[src/smbcfg_pkg.sv]
// Constants and types for the SMBus configuration target
`default_nettype none
package smbcfg_pkg;

	// Byte offsets of the configuration bank
	localparam logic [6:0] OFS_REV_VENDOR  = 7'h00;
	localparam logic [6:0] OFS_PLL1_REF    = 7'h01;
	localparam logic [6:0] OFS_PLL1_FB     = 7'h02;
	localparam logic [6:0] OFS_MUX_PLL1_HI = 7'h03;
	localparam logic [6:0] OFS_PLL2_REF    = 7'h04;
	localparam logic [6:0] OFS_PLL2_FB     = 7'h05;
	localparam logic [6:0] OFS_VCO_PLL2_HI = 7'h06;
	localparam logic [6:0] OFS_PLL3_REF    = 7'h07;
	localparam logic [6:0] OFS_PLL3_FB     = 7'h08;
	localparam logic [6:0] OFS_POST0_HI    = 7'h09;
	localparam logic [6:0] OFS_POST1_CFG   = 7'h0a;
	localparam logic [6:0] OFS_SRC_POST23  = 7'h0b;
	localparam logic [6:0] OFS_PD_POST45   = 7'h0c;
	localparam logic [6:0] OFS_STATUS      = 7'h18;
	localparam int         LAST_CFG        = 12;
	localparam int         NVM_BYTES       = 13;

	// Field positions
	localparam int CMD_SINGLE_BIT   = 7;
	localparam int STATUS_BUSY_BIT  = 7;
	localparam int PD_RESERVED_BIT  = 7;

	// Bus address, upper five bits fixed
	localparam logic [4:0] ADDR_UPPER = 5'h1a;

	// Values after reset
	localparam logic [7:0] RST_PLL1_REF    = 8'h01;
	localparam logic [7:0] RST_PLL1_FB     = 8'h08;
	localparam logic [7:0] RST_MUX_PLL1_HI = 8'h00;
	localparam logic [7:0] RST_PLL2_REF    = 8'h1b;
	localparam logic [7:0] RST_PLL2_FB     = 8'h1b;
	localparam logic [7:0] RST_VCO_PLL2_HI = 8'h00;
	localparam logic [7:0] RST_PLL3_REF    = 8'h77;
	localparam logic [7:0] RST_PLL3_FB     = 8'h77;
	localparam logic [7:0] RST_POST0_HI    = 8'h03;
	localparam logic [7:0] RST_POST1_CFG   = 8'h01;
	localparam logic [7:0] RST_SRC_POST23  = 8'h00;
	localparam logic [7:0] RST_PD_POST45   = 8'h00;

	// Nonvolatile programming time
	localparam int CLK_PERIOD_NS   = 10;
	localparam int NVM_PROG_US     = 10;
	localparam int NVM_PROG_CYCLES = (NVM_PROG_US * 1000 + CLK_PERIOD_NS - 1) / CLK_PERIOD_NS;
	localparam logic [15:0] NVM_PROG_CNT = 16'(NVM_PROG_CYCLES);

	typedef enum logic [2:0] {S_IDLE, S_RX, S_RX_ACK, S_TX, S_TX_ACK} smbcfg_state_t;
	typedef enum logic [1:0] {PH_ADDR, PH_CMD, PH_COUNT, PH_DATA} smbcfg_phase_t;

endpackage : smbcfg_pkg
`default_nettype wire

[src/smbcfg_target.sv]
// SMBus configuration target with byte bank and nonvolatile copy
`timescale 1ns/1ps
`default_nettype none
// What this block does
// - Serve byte write, byte read, block write and block read.
// - Block bytes move in rising offset order, msb first.
// - Host may stop a block after any whole byte.
// - Single-byte access touches only the one addressed byte.
// - A written byte takes effect at its acknowledge rising edge.
// - Starting nonvolatile programming copies the bank to the store.
// - Reads are still served while programming runs.
// - Programming-in-progress flag reads at byte 24 bit 7.
// - Respond to seven-bit address with upper bits 11010.
// - Low address bits come from byte 10 configuration fields.
// - Command bit 7 picks block (0) or single byte (1).
// - Command bits 6 to 0 give the starting offset.
// - Bank loads defaults at reset, device works unprogrammed.
// - Byte 0 holds revision high nibble and vendor low nibble.
// - Reference dividers are 9 bits, ninth bit in shared byte bit 0.
// - Feedback dividers are 12 bits, upper four in shared byte bits 4:1.
// - Six post-divider source fields of 3 bits in bytes 9 to 12.
module smbcfg_target
#(
	parameter logic [3:0] REVISION   = 4'h0,
	parameter logic [3:0] VENDOR_ID  = 4'h5,  // Arbitrary value
	parameter logic [7:0] BLOCK_SIZE = 8'h0d
)
(
	// Clock and reset
	input  wire logic                  i_core_clk,
	input  wire logic                  i_rstn,
	// Serial pins
	input  wire logic                  i_serial_clk_pin,
	input  wire logic                  i_serial_data_pin,
	output logic                       o_serial_data_pin,
	output logic                       o_serial_data_pin_oe,
	// Nonvolatile copy
	input  wire logic                  i_nvm_start,
	output logic                       o_nvm_wr_en,
	output logic [6:0]                 o_nvm_wr_addr,
	output logic [7:0]                 o_nvm_wr_data,
	output logic                       o_nvm_write_in_progress,
	// Configuration
	output logic [8:0]                 o_pll1_ref_div,
	output logic [8:0]                 o_pll2_ref_div,
	output logic [8:0]                 o_pll3_ref_div,
	output logic [11:0]                o_pll1_fb_div,
	output logic [11:0]                o_pll2_fb_div,
	output logic [11:0]                o_pll3_fb_div,
	output logic [2:0]                 o_pll_mux_sel,
	output logic [2:0]                 o_vco_range_sel,
	output logic [5:0][2:0]            o_post_source,
	output logic [1:0]                 o_config_input_zero,
	output logic [1:0]                 o_config_input_one,
	output logic                       o_input_clock_sel,
	output logic [1:0]                 o_input_signal_source,
	output logic                       o_power_down
);
	import smbcfg_pkg::*;

	logic [2:0]    scl_sync_reg;
	logic [2:0]    sda_sync_reg;
	logic          scl_rise;
	logic          scl_fall;
	logic          start_det;
	logic          stop_det;
	smbcfg_state_t st_reg;
	smbcfg_phase_t phase_reg;
	logic [3:0]    cnt_reg;
	logic [7:0]    shift_reg;
	logic [7:0]    tx_reg;
	logic          sda_oe_reg;
	logic          rw_reg;
	logic          single_reg;
	logic          single_done_reg;
	logic          master_ack_reg;
	logic [6:0]    ptr_reg;
	logic [7:0]    cfg_reg [1:LAST_CFG];
	logic          nvm_busy_reg;
	logic          nvm_copy_reg;
	logic [6:0]    nvm_idx_reg;
	logic [15:0]   nvm_wait_reg;
	logic          nvm_wr_en_reg;
	logic [6:0]    nvm_addr_reg;
	logic [7:0]    nvm_data_reg;
	logic [6:0]    own_addr;
	logic          addr_hit;
	logic          byte_done;
	logic          ack_now;
	logic          wr_fire;
	logic          nvm_go;
	logic [7:0]    rd_cur;
	logic [7:0]    rd_nxt;

	// Read view of one offset
	function automatic logic [7:0] rd_byte(input logic [6:0] ofs);
		logic [7:0] val;
		val = 8'h00;
		if (ofs == OFS_REV_VENDOR)
			val = {REVISION, VENDOR_ID};
		else if (ofs <= 7'(LAST_CFG))
			val = cfg_reg[ofs];
		else if (ofs == OFS_STATUS)
			val = {nvm_busy_reg, 7'h00};
		return val;
	endfunction : rd_byte

	// Two-flop synchronisers plus one history flop for edges
	always_ff @(posedge i_core_clk)
	begin
		if (!i_rstn)
		begin
			scl_sync_reg <= 3'h7;
			sda_sync_reg <= 3'h7;
		end
		else
		begin
			scl_sync_reg <= {scl_sync_reg[1:0], i_serial_clk_pin};
			sda_sync_reg <= {sda_sync_reg[1:0], i_serial_data_pin};
		end
	end

	assign scl_rise  = scl_sync_reg[1] && !scl_sync_reg[2];
	assign scl_fall  = !scl_sync_reg[1] && scl_sync_reg[2];
	assign start_det = scl_sync_reg[1] && scl_sync_reg[2] && sda_sync_reg[2] && !sda_sync_reg[1];
	assign stop_det  = scl_sync_reg[1] && scl_sync_reg[2] && !sda_sync_reg[2] && sda_sync_reg[1];

	assign own_addr  = {ADDR_UPPER, cfg_reg[10][2], cfg_reg[10][0]};
	assign addr_hit  = shift_reg[7:1] == own_addr;
	assign byte_done = scl_fall && (st_reg == S_RX) && (cnt_reg == 4'h8);
	assign wr_fire   = scl_rise && (st_reg == S_RX_ACK) && (phase_reg == PH_DATA) && !rw_reg;
	assign rd_cur    = rd_byte(ptr_reg);
	assign rd_nxt    = rd_byte(ptr_reg + 7'h1);

	// Acknowledge decision for a received byte
	always_comb
	begin
		ack_now = 1'b1;
		unique case (phase_reg)
			PH_ADDR:  ack_now = addr_hit;
			PH_CMD:   ack_now = 1'b1;
			PH_COUNT: ack_now = 1'b1;
			PH_DATA:  ack_now = !nvm_busy_reg && !(single_reg && single_done_reg);
		endcase
	end

	// Bus protocol engine
	always_ff @(posedge i_core_clk)
	begin
		if (!i_rstn)
		begin
			st_reg          <= S_IDLE;
			phase_reg       <= PH_ADDR;
			cnt_reg         <= 4'h0;
			shift_reg       <= 8'h00;
			tx_reg          <= 8'h00;
			sda_oe_reg      <= 1'b0;
			rw_reg          <= 1'b0;
			single_reg      <= 1'b0;
			single_done_reg <= 1'b0;
			master_ack_reg  <= 1'b0;
			ptr_reg         <= 7'h00;
		end
		else if (start_det)
		begin
			st_reg     <= S_RX;
			phase_reg  <= PH_ADDR;
			cnt_reg    <= 4'h0;
			sda_oe_reg <= 1'b0;
		end
		else if (stop_det)
		begin
			st_reg     <= S_IDLE;
			sda_oe_reg <= 1'b0;
		end
		else
		begin
			unique case (st_reg)
				S_IDLE:
				begin
					sda_oe_reg <= 1'b0;
				end
				S_RX:
				begin
					if (scl_rise && cnt_reg != 4'h8)
					begin
						shift_reg <= {shift_reg[6:0], sda_sync_reg[1]};
						cnt_reg   <= cnt_reg + 4'h1;
					end
					else if (byte_done)
					begin
						sda_oe_reg <= ack_now;
						st_reg     <= ack_now ? S_RX_ACK : S_IDLE;
					end
				end
				S_RX_ACK:
				begin
					if (wr_fire)
					begin
						single_done_reg <= 1'b1;
						if (!single_reg)
							ptr_reg <= ptr_reg + 7'h1;
					end
					else if (scl_fall)
					begin
						cnt_reg    <= 4'h0;
						sda_oe_reg <= 1'b0;
						st_reg     <= S_RX;
						unique case (phase_reg)
							PH_ADDR:
							begin
								rw_reg <= shift_reg[0];
								if (shift_reg[0])
								begin
									// Read: first bit goes out on this fall
									st_reg     <= S_TX;
									phase_reg  <= single_reg ? PH_DATA : PH_COUNT;
									tx_reg     <= single_reg ? rd_cur : BLOCK_SIZE;
									sda_oe_reg <= single_reg ? !rd_cur[7] : !BLOCK_SIZE[7];
								end
								else
									phase_reg <= PH_CMD;
							end
							PH_CMD:
							begin
								single_reg      <= shift_reg[CMD_SINGLE_BIT];
								ptr_reg         <= shift_reg[6:0];
								single_done_reg <= 1'b0;
								phase_reg       <= shift_reg[CMD_SINGLE_BIT] ? PH_DATA : PH_COUNT;
							end
							PH_COUNT:
								phase_reg <= PH_DATA;
							PH_DATA:
								phase_reg <= PH_DATA;
						endcase
					end
				end
				S_TX:
				begin
					if (scl_fall)
					begin
						if (cnt_reg == 4'h7)
						begin
							st_reg     <= S_TX_ACK;
							sda_oe_reg <= 1'b0;
						end
						else
						begin
							tx_reg     <= {tx_reg[6:0], 1'b0};
							sda_oe_reg <= !tx_reg[6];
							cnt_reg    <= cnt_reg + 4'h1;
						end
					end
				end
				S_TX_ACK:
				begin
					if (scl_rise)
						master_ack_reg <= !sda_sync_reg[1];
					else if (scl_fall)
					begin
						cnt_reg <= 4'h0;
						if (!master_ack_reg)
							st_reg <= S_IDLE;
						else if (phase_reg == PH_COUNT)
						begin
							st_reg     <= S_TX;
							phase_reg  <= PH_DATA;
							tx_reg     <= rd_cur;
							sda_oe_reg <= !rd_cur[7];
						end
						else if (single_reg)
						begin
							// Single read repeats the same byte, never the next
							st_reg     <= S_TX;
							tx_reg     <= rd_cur;
							sda_oe_reg <= !rd_cur[7];
						end
						else
						begin
							st_reg     <= S_TX;
							ptr_reg    <= ptr_reg + 7'h1;
							tx_reg     <= rd_nxt;
							sda_oe_reg <= !rd_nxt[7];
						end
					end
				end
			endcase
		end
	end

	assign o_serial_data_pin    = 1'b0;
	assign o_serial_data_pin_oe = sda_oe_reg;

	// Configuration bank, written at the acknowledge rising edge
	always_ff @(posedge i_core_clk)
	begin
		if (!i_rstn)
		begin
			cfg_reg[1]  <= RST_PLL1_REF;
			cfg_reg[2]  <= RST_PLL1_FB;
			cfg_reg[3]  <= RST_MUX_PLL1_HI;
			cfg_reg[4]  <= RST_PLL2_REF;
			cfg_reg[5]  <= RST_PLL2_FB;
			cfg_reg[6]  <= RST_VCO_PLL2_HI;
			cfg_reg[7]  <= RST_PLL3_REF;
			cfg_reg[8]  <= RST_PLL3_FB;
			cfg_reg[9]  <= RST_POST0_HI;
			cfg_reg[10] <= RST_POST1_CFG;
			cfg_reg[11] <= RST_SRC_POST23;
			cfg_reg[12] <= RST_PD_POST45;
		end
		else if (wr_fire && ptr_reg != OFS_REV_VENDOR && ptr_reg <= 7'(LAST_CFG))
		begin
			cfg_reg[ptr_reg] <= shift_reg;
			if (ptr_reg == OFS_PD_POST45)
				cfg_reg[ptr_reg][PD_RESERVED_BIT] <= 1'b0;
		end
	end

	// Field outputs
	assign o_pll1_ref_div        = {cfg_reg[3][0], cfg_reg[1]};
	assign o_pll2_ref_div        = {cfg_reg[6][0], cfg_reg[4]};
	assign o_pll3_ref_div        = {cfg_reg[9][0], cfg_reg[7]};
	assign o_pll1_fb_div         = {cfg_reg[3][4:1], cfg_reg[2]};
	assign o_pll2_fb_div         = {cfg_reg[6][4:1], cfg_reg[5]};
	assign o_pll3_fb_div         = {cfg_reg[9][4:1], cfg_reg[8]};
	assign o_pll_mux_sel         = cfg_reg[3][7:5];
	assign o_vco_range_sel       = cfg_reg[6][7:5];
	assign o_post_source[0]      = cfg_reg[9][7:5];
	assign o_post_source[1]      = cfg_reg[10][7:5];
	assign o_post_source[2]      = cfg_reg[11][2:0];
	assign o_post_source[3]      = cfg_reg[11][5:3];
	assign o_post_source[4]      = cfg_reg[12][2:0];
	assign o_post_source[5]      = cfg_reg[12][5:3];
	assign o_config_input_zero   = cfg_reg[10][1:0];
	assign o_config_input_one    = cfg_reg[10][3:2];
	assign o_input_clock_sel     = cfg_reg[10][4];
	assign o_input_signal_source = cfg_reg[11][7:6];
	assign o_power_down          = cfg_reg[12][6];

	// Nonvolatile copy: one byte per cycle, then programming wait
	assign nvm_go = i_nvm_start && !nvm_busy_reg;

	always_ff @(posedge i_core_clk)
	begin
		if (!i_rstn)
		begin
			nvm_busy_reg  <= 1'b0;
			nvm_copy_reg  <= 1'b0;
			nvm_idx_reg   <= 7'h00;
			nvm_wait_reg  <= 16'h0000;
			nvm_wr_en_reg <= 1'b0;
			nvm_addr_reg  <= 7'h00;
			nvm_data_reg  <= 8'h00;
		end
		else
		begin
			nvm_wr_en_reg <= 1'b0;
			if (nvm_go)
			begin
				nvm_busy_reg <= 1'b1;
				nvm_copy_reg <= 1'b1;
				nvm_idx_reg  <= 7'h00;
				nvm_wait_reg <= NVM_PROG_CNT;
			end
			else if (nvm_copy_reg)
			begin
				nvm_wr_en_reg <= 1'b1;
				nvm_addr_reg  <= nvm_idx_reg;
				nvm_data_reg  <= rd_byte(nvm_idx_reg);
				nvm_idx_reg   <= nvm_idx_reg + 7'h1;
				if (nvm_idx_reg == 7'(NVM_BYTES - 1))
					nvm_copy_reg <= 1'b0;
			end
			else if (nvm_busy_reg)
			begin
				if (nvm_wait_reg == 16'h0001)
					nvm_busy_reg <= 1'b0;
				nvm_wait_reg <= nvm_wait_reg - 16'h0001;
			end
		end
	end

	assign o_nvm_wr_en             = nvm_wr_en_reg;
	assign o_nvm_wr_addr           = nvm_addr_reg;
	assign o_nvm_wr_data           = nvm_data_reg;
	assign o_nvm_write_in_progress = nvm_busy_reg;
endmodule : smbcfg_target
`default_nettype wire

[config.mk]
export PLATFORM = sky130hd
export DESIGN_NAME = smbcfg_target
export DESIGN_NICKNAME = d
export VERILOG_FILES = /design/src/smbcfg_pkg.sv /design/src/smbcfg_target.sv
export SDC_FILE = /design/constraint.sdc
export NUM_CORES = 1
export LEC_CHECK = 0
export BUFFER_PORTS_ARGS = -buffer_cell sky130_fd_sc_hd__buf_2
export CAP_MARGIN = 25
export CORE_UTILIZATION = 30
export DETAILED_ROUTE_END_ITERATION = 6
export GPL_TIMING_DRIVEN = 0
export PLACE_DENSITY = 0.52
export SYNTH_ARGS = -nofsm -noshare
export SYNTH_HDL_FRONTEND = slang
export SYNTH_SLANG_ARGS = --single-unit
[constraint.sdc]
create_clock -name i_core_clk -period 3.3 [get_ports i_core_clk]
set_input_delay 0.33 -clock i_core_clk [delete_from_list [all_inputs] [get_ports i_core_clk]]
set_output_delay 0.33 -clock i_core_clk [all_outputs]
set_load 0.02 [all_outputs]
Word level (Yosys, flattened, before mapping)
Memory sizes are Yosys's and may differ from the RTL's. A register that Yosys moved wholly into a read port is not among the register bits.
Cells that the tools add are included.
Widths: inputs -> output; s select.
{"block": "totals", "mem_bits_rw": 96, "mem_count": 1, "input_bits": 5, "ff_bits": 83, "word_cells": 252, "output_inout_bits": 114}
{"block": "classes", "addsub": 4, "n_eq_ne": 43, "muxes": 110, "bitwise_logic": 7, "order_cmp": 3, "n_reduce_logical": 62}
{"memory": "cfg_reg", "depth": 12, "word_bits": 8, "read_ports": 15, "rd_clocked_by_memory_dff": 2, "wr": 12, "line": "smbcfg_target.sv:78", "rtl": "logic [7:0] cfg_reg [1:LAST_CFG];"}
{"cell": "$mux 7", "count": 20}
{"cell": "$mux 8", "count": 10}
{"cell": "$mux 4", "count": 11}
{"cell": "$mux 1", "count": 38}
{"cell": "$ne 4x4->1 const B", "count": 9}
{"cell": "$mux 10", "count": 3}
{"cell": "$reduce_and 9->1", "count": 3}
{"cell": "$ne 2x2->1 const B", "count": 13}
{"cell": "$mux 2", "count": 12}
{"cell": "$mux 3", "count": 8}
{"cell": "$eq 7x5->1 const B", "count": 3}
{"cell": "$le 7x4->1 const B", "count": 3}
{"cell": "$logic_not 7->1", "count": 3}
{"cell": "$pmux 7 s3", "count": 1}
{"cell": "$logic_and 1x1->1", "count": 18}
{"cell": "$eq 16x1->1 const B", "count": 1}
{"cell": "$pmux 4 s4", "count": 1}
{"cell": "$reduce_and 8->1", "count": 2}
{"cell": "$sub 16x1->16 const B", "count": 1}
{"cell": "$add 7x1->7 const B", "count": 2}
{"cell": "$eq 7x4->1 const B", "count": 2}
{"cell": "$pmux 7 s2", "count": 1}
{"cell": "$pmux 3 s4", "count": 1}
{"cell": "$reduce_and 12->1", "count": 1}
{"cell": "other kinds (34)", "count": 62}

Depth between registers and ports, before layout
{"block": "depth", "depth_word": 13, "ltp_mapped": 14, "mapped_depth_nobuf": 9}

Worst setup path before layout
Ideal clock, no wire load.
{"block": "synth_timing", "kind": "reg-to-reg", "start": "reg ptr_reg[0]", "end": "reg tx_reg[1]", "path_buffers": 6, "arrival_ps": 3026, "period_less_slack_ps": 3150, "path_slack_ps": 150, "setup_ps": 124, "path_stages_with_launch": 13, "required_time_ps": 3176, "path_cell_list": "dfxtp_1 -> buf_4 -> buf_2 -> buf_1 -> inv_1 -> ha_1 -> buf_4 -> buf_6 -> buf_4 -> mux4_2 -> mux2_2 -> o211ai_1 -> a21oi_1"}
{"block": "synth_between", "elab_chain_cells": 10, "elab_cells_between_ends": 21, "classes_between": "add/sub: 1; order compare: 2; mux: 15; reduce/logical: 2; memory: 1"}
{"item": "start: declaration", "line": "smbcfg_target.sv:77", "rtl": "logic [6:0] ptr_reg;"}
{"item": "start signal: assignment", "line": "smbcfg_target.sv:202", "rtl": "ptr_reg <= ptr_reg + 7'h1;"}
{"item": "start signal: assignment", "line": "smbcfg_target.sv:227", "rtl": "ptr_reg <= shift_reg[6:0];"}
{"item": "start signal: assignment", "line": "smbcfg_target.sv:281", "rtl": "ptr_reg <= ptr_reg + 7'h1;"}
{"item": "$add 7x1->7", "line": "smbcfg_target.sv:133", "rtl": "assign rd_nxt = rd_byte(ptr_reg + 7'h1);"}
{"item": "$le 7x4->1 or $mem_v2 12x8 (tied branches)"}
{"item": "$mux 8", "line": "smbcfg_target.sv:101", "rtl": "else if (ofs <= 7'(LAST_CFG))"}
{"item": "$mux 8", "line": "smbcfg_target.sv:99", "rtl": "if (ofs == OFS_REV_VENDOR)"}
{"item": "$mux 7", "line": "smbcfg_target.sv:271", "rtl": "else if (single_reg)"}
{"item": "$mux 7", "line": "smbcfg_target.sv:264", "rtl": "else if (phase_reg == PH_COUNT)"}
{"item": "$mux 7", "line": "smbcfg_target.sv:262", "rtl": "if (!master_ack_reg)"}
{"item": "$mux 7", "line": "smbcfg_target.sv:259", "rtl": "else if (scl_fall)"}
{"item": "$mux 7", "line": "smbcfg_target.sv:257", "rtl": "if (scl_rise)"}
{"item": "$pmux 7 s3 *", "line": "smbcfg_target.sv:178", "rtl": "unique case (st_reg)"}
{"item": "end signal: assignment", "line": "smbcfg_target.sv:268", "rtl": "tx_reg <= rd_cur;"}
{"item": "end signal: assignment", "line": "smbcfg_target.sv:275", "rtl": "tx_reg <= rd_cur;"}
{"item": "end signal: assignment", "line": "smbcfg_target.sv:282", "rtl": "tx_reg <= rd_nxt;"}
{"item": "end: declaration", "line": "smbcfg_target.sv:71", "rtl": "logic [7:0] tx_reg;"}
Mark *: on every way between the ends. The rest lies on a longest branch, timed or not. The select of a mux whose other input is x is not followed.
A chain may end at the register's enable or synchronous reset.

==> results.json <==
{
  "layout_commonest_cell": "buf_2",
  "viasPerCell": 5.479,
  "dp_cells": 1716,
  "placed_area_um2": 13780,
  "yosysWarnings": 0,
  "postCtsSetupRepairBufs": 0,
  "max_slew.worst_pin.slew_ns": 0.9416,
  "synth-seq-cells": 219,
  "crit_fanout": 10,
  "n_fill_cell": 4104,
  "drv_cap": 0,
  "grt_pass1_vias": 9477,
  "power.clock.fraction_pct": 43.8,
  "ios": 119,
  "power_switching_mw": 1.615,
  "fin_worst_skew_ns": 0.02725,
  "grt_max_degree": 14,
  "r2r_start": "ptr_reg[0]$_SDFFE_PN0P_",
  "design.core.area_um2": 40920,
  "power_leakage_nw": 5.326,
  "finalCritPeriodShare_pct": 96.38,
  "grt_overflow_total": 0,
  "synth_top_family_by_area": "multiplexers",
  "syn_area_um2": 12500,
  "period_minus_slack_ns": 3.181,
  "crit_slowest_cell": "dfxtp_2",
  "dr.pass1.iters": 5,
  "synthSimpleGateAreaFrac_pct": 16.88,
  "p_int_mw": 4.889,
  "htreeDepth": 1,
  "final_core_util_pct": 36.08,
  "start_util_pct": 30.54,
  "finalHoldViolations": 0,
  "largest_register_ffs": 128,
  "cp_cell_sequence": "buf_6 > buf_8 > buf_8 > inv_1 > ha_1 > clkbuf_4 > o211a_4 > and3_2 > and2_1 > buf_2 > nand2_1 > nand2_1",
  "fin_area_um2": 14760,
  "detail_route.wl_per_cell_um": 24.24,
  "required_ns": 3.49,
  "arrival_ns": 3.37,
  "ys_types": 79,
  "syn_inst": 1058,
  "slew_headroom_pct": 36.69,
  "final_cell_mix": "buf_2 (136), edfxtp_1 (128), mux4_2 (100), dfxtp_1 (90), nand2_1 (81)",
  "worst-setup-path-type": "flip-flop to flip-flop",
  "die_h_um": 206.1,
  "grt_first_pass_wirelength_mm": 63.49,
  "synthAdderAreaFrac_pct": 1.502,
  "p_seq_share_pct": 47.6,
  "hold_slack_ns": 0.1158,
  "power_frac_comb_pct": 8.6,
  "finalSetupViolations": 0,
  "area_growth_pct": 18.13,
  "synthArstFlopShare_pct": 0,
  "dieArea_um2": 42480,
  "drtIter0Drc": 850,
  "synth-edff-count": 128,
  "gp_congestion": 0.8883,
  "synth_top_flop_cell": "edfxtp_1",
  "vdd_drop_max_v": 0.0003697,
  "tritoncts": "yes",
  "fp-row-count": 74,
  "grt_antenna_before_repair": 2,
  "cp-startpoint": "ptr_reg[0]$_SDFFE_PN0P_",
  "place_hpwl_mm": 32.67,
  "rsz0062_at_grt": "yes",
  "antenna_left": 0,
  "synth_mux_area_share_pct": 21.57,
  "synth-compound-area-share_pct": 8.419,
  "root_buffer": "clkbuf_16",
  "clk_latency_ns": 0.56,
  "synth_xor_area_share_pct": 1.882,
  "cts_num_sinks": 219,
  "num_vias": 9670,
  "finalMaxSlewViolations": 0,
  "max_clock_freq_mhz": 314.4,
  "timing.setup.tns_ns": 0,
  "numPortBuffers": 117,
  "syn_area_per_cell_um2": 11.81,
  "layout-drive-gt1-share_pct": 27.35,
  "cts_buffers": 26,
  "routed_wl_mm": 42.79,
  "max_stage_delay_ns": 0.40,
  "swShare_pct": 24.83,
  "critical-path-top-delay-family": "buffers and inverters",
  "clk_pin_slew_ns": 0.06,
  "nNetsFinal": 1234,
  "cts_buffer_depth": 3,
  "hold_path_class": "input pin to flip-flop",
  "layout.cells.non_filler": 1765,
  "pwr_density_cell_nw_per_um2": 440.5,
  "dieWidth_um": 206.1,
  "drc": 0,
  "end_kind": "flip-flop",
  "status": "finished clean",
  "ys_seq_area_share_pct": 45.33,
  "grt_usage_pct": 20.49,
  "crit_buf_inv": 6,
  "hp-start": "i_nvm_start",
  "start_kind": "flip-flop"
}
==> power groups by stage <==
stage          Sequential [mW]  Clock (mW)  Combinational (mW)
2_1_floorplan             3.17           0               0.303
3_3_place_gp              3.15           0               0.550
3_5_place_dp              3.15           0               0.552
4_1_cts                   3.09        2.89               0.560
5_1_grt                   3.11        3.00               0.599
6_report                  3.10        2.85               0.556
==> final cells by class <==
class,instances,area (µm²),share of cell area [%]
multi-input cells,740,6390,43.28
clock buffers,39,730.7,4.949
flip-flops and latches,219,5667,38.38
inverters,24,90.09,0.6102
well taps,532,665.6,4.508
repair buffers,119,605.6,4.102
plain buffers,84,519.2,3.517
clock inverters,7,93.84,0.6356
diodes,1,2.502,0.01695
==> per-stage QoR <==
step / total power [mW] / worst slack [ns]
after floorplan: 3.477 / 0.1496
after detailed placement: 3.704 / -1.291
after CTS: 6.546 / 0.01520
after global placement: 3.698 / -1.255
final: 6.504 / 0.1194
after global routing: 6.710 / -0.002145
==> synth_stat cells (all sizes together), types with 2 or more instances <==
library cell,n,area share (%)
o211ai,5,0.30
nand3,22,0.92
ha,15,1.5
a221oi,6,0.42
o21ai,41,1.6
inv,24,0.72
buf,45,2.5
and2,49,2.5
o31a,2,0.14
nor3b,3,0.18
a31oi,8,0.40
nor2,63,1.9
or3b,5,0.35
o211a,2,0.16
dfxtp,91,15
or2,16,0.80
o22ai,7,0.35
nand3b,7,0.42
xnor2,17,1.2
and3b,3,0.21
mux2i,23,1.8
a211oi,6,0.36
xor2,9,0.69
nand2b,26,1.3
edfxtp,128,31
o31ai,3,0.29
mux4,106,19
clkbuf,39,1.2
nor4,8,0.45
a2111oi,3,0.22
o221ai,2,0.14
nor2b,25,1.3
a21boi,16,0.96
nand2,97,3.0
o21a,4,0.24
nor3,19,0.93
a21oi,39,1.6
nand4,6,0.30
or3,3,0.15
a32oi,2,0.20
mux2,5,0.45
a22oi,6,0.36
o311ai,3,0.21
and3,36,1.8
==> routing by layer <==
| layer | track usage (%) | wire length, µm | up-vias |
|---|---|---|---|
| met5 | 0 | 13 | - |
| met4 | 6.880 | 1327 | 2 |
| met3 | 3.910 | 3338 | 80 |
| met2 | 32.14 | 19420 | 460 |
| met1 | 28.26 | 18680 | 4817 |
| li1 | - | - | 4311 |
==> path summary, 6_finish.rpt <==
check | endpoint | slack, ns | cells after the start
worst max-delay path | cfg_reg[10][4]$_SDFFCE_PN0P_ | 0.12 | 12
worst min-delay path | o_nvm_write_in_progress$_SDFFE_PN0N_ | 0.12 | 3
worst max register to register | cfg_reg[10][4]$_SDFFCE_PN0P_ | 0.12 | 12
worst min register to register | scl_sync_reg[1]$_SDFF_PN1_ | 0.42 | 1
==> logic make-up after synthesis <==
logic type | count (synthesis)
other | 1
adders and majority gates | 15
AOI/OAI and AO/OA | 161
xor gates and xnor gates | 26
muxes | 134
buffers and inverters | 108
and+or+nand+nor | 394
DFF | 219
==> worst reg2reg max path, stage by stage (launching register included) <==
cell,delay (ns)
dfxtp_2,0.40
buf_6,0.19
buf_8,0.18
buf_8,0.19
inv_1,0.10
ha_1,0.21
clkbuf_4,0.22
o211a_4,0.31
and3_2,0.27
and2_1,0.16
buf_2,0.18
nand2_1,0.14
nand2_1,0.26
==> timing repair <==
action                                 4_1_cts  5_1_grt
hold buffers                                 2        0
cloned                                       0        0
setup endpoints to repair                  229       98
pin swaps                                    0        0
resized for setup                           31       12
endpoints found under the hold margin        2        0
Power figures use the tool's default switching activity.
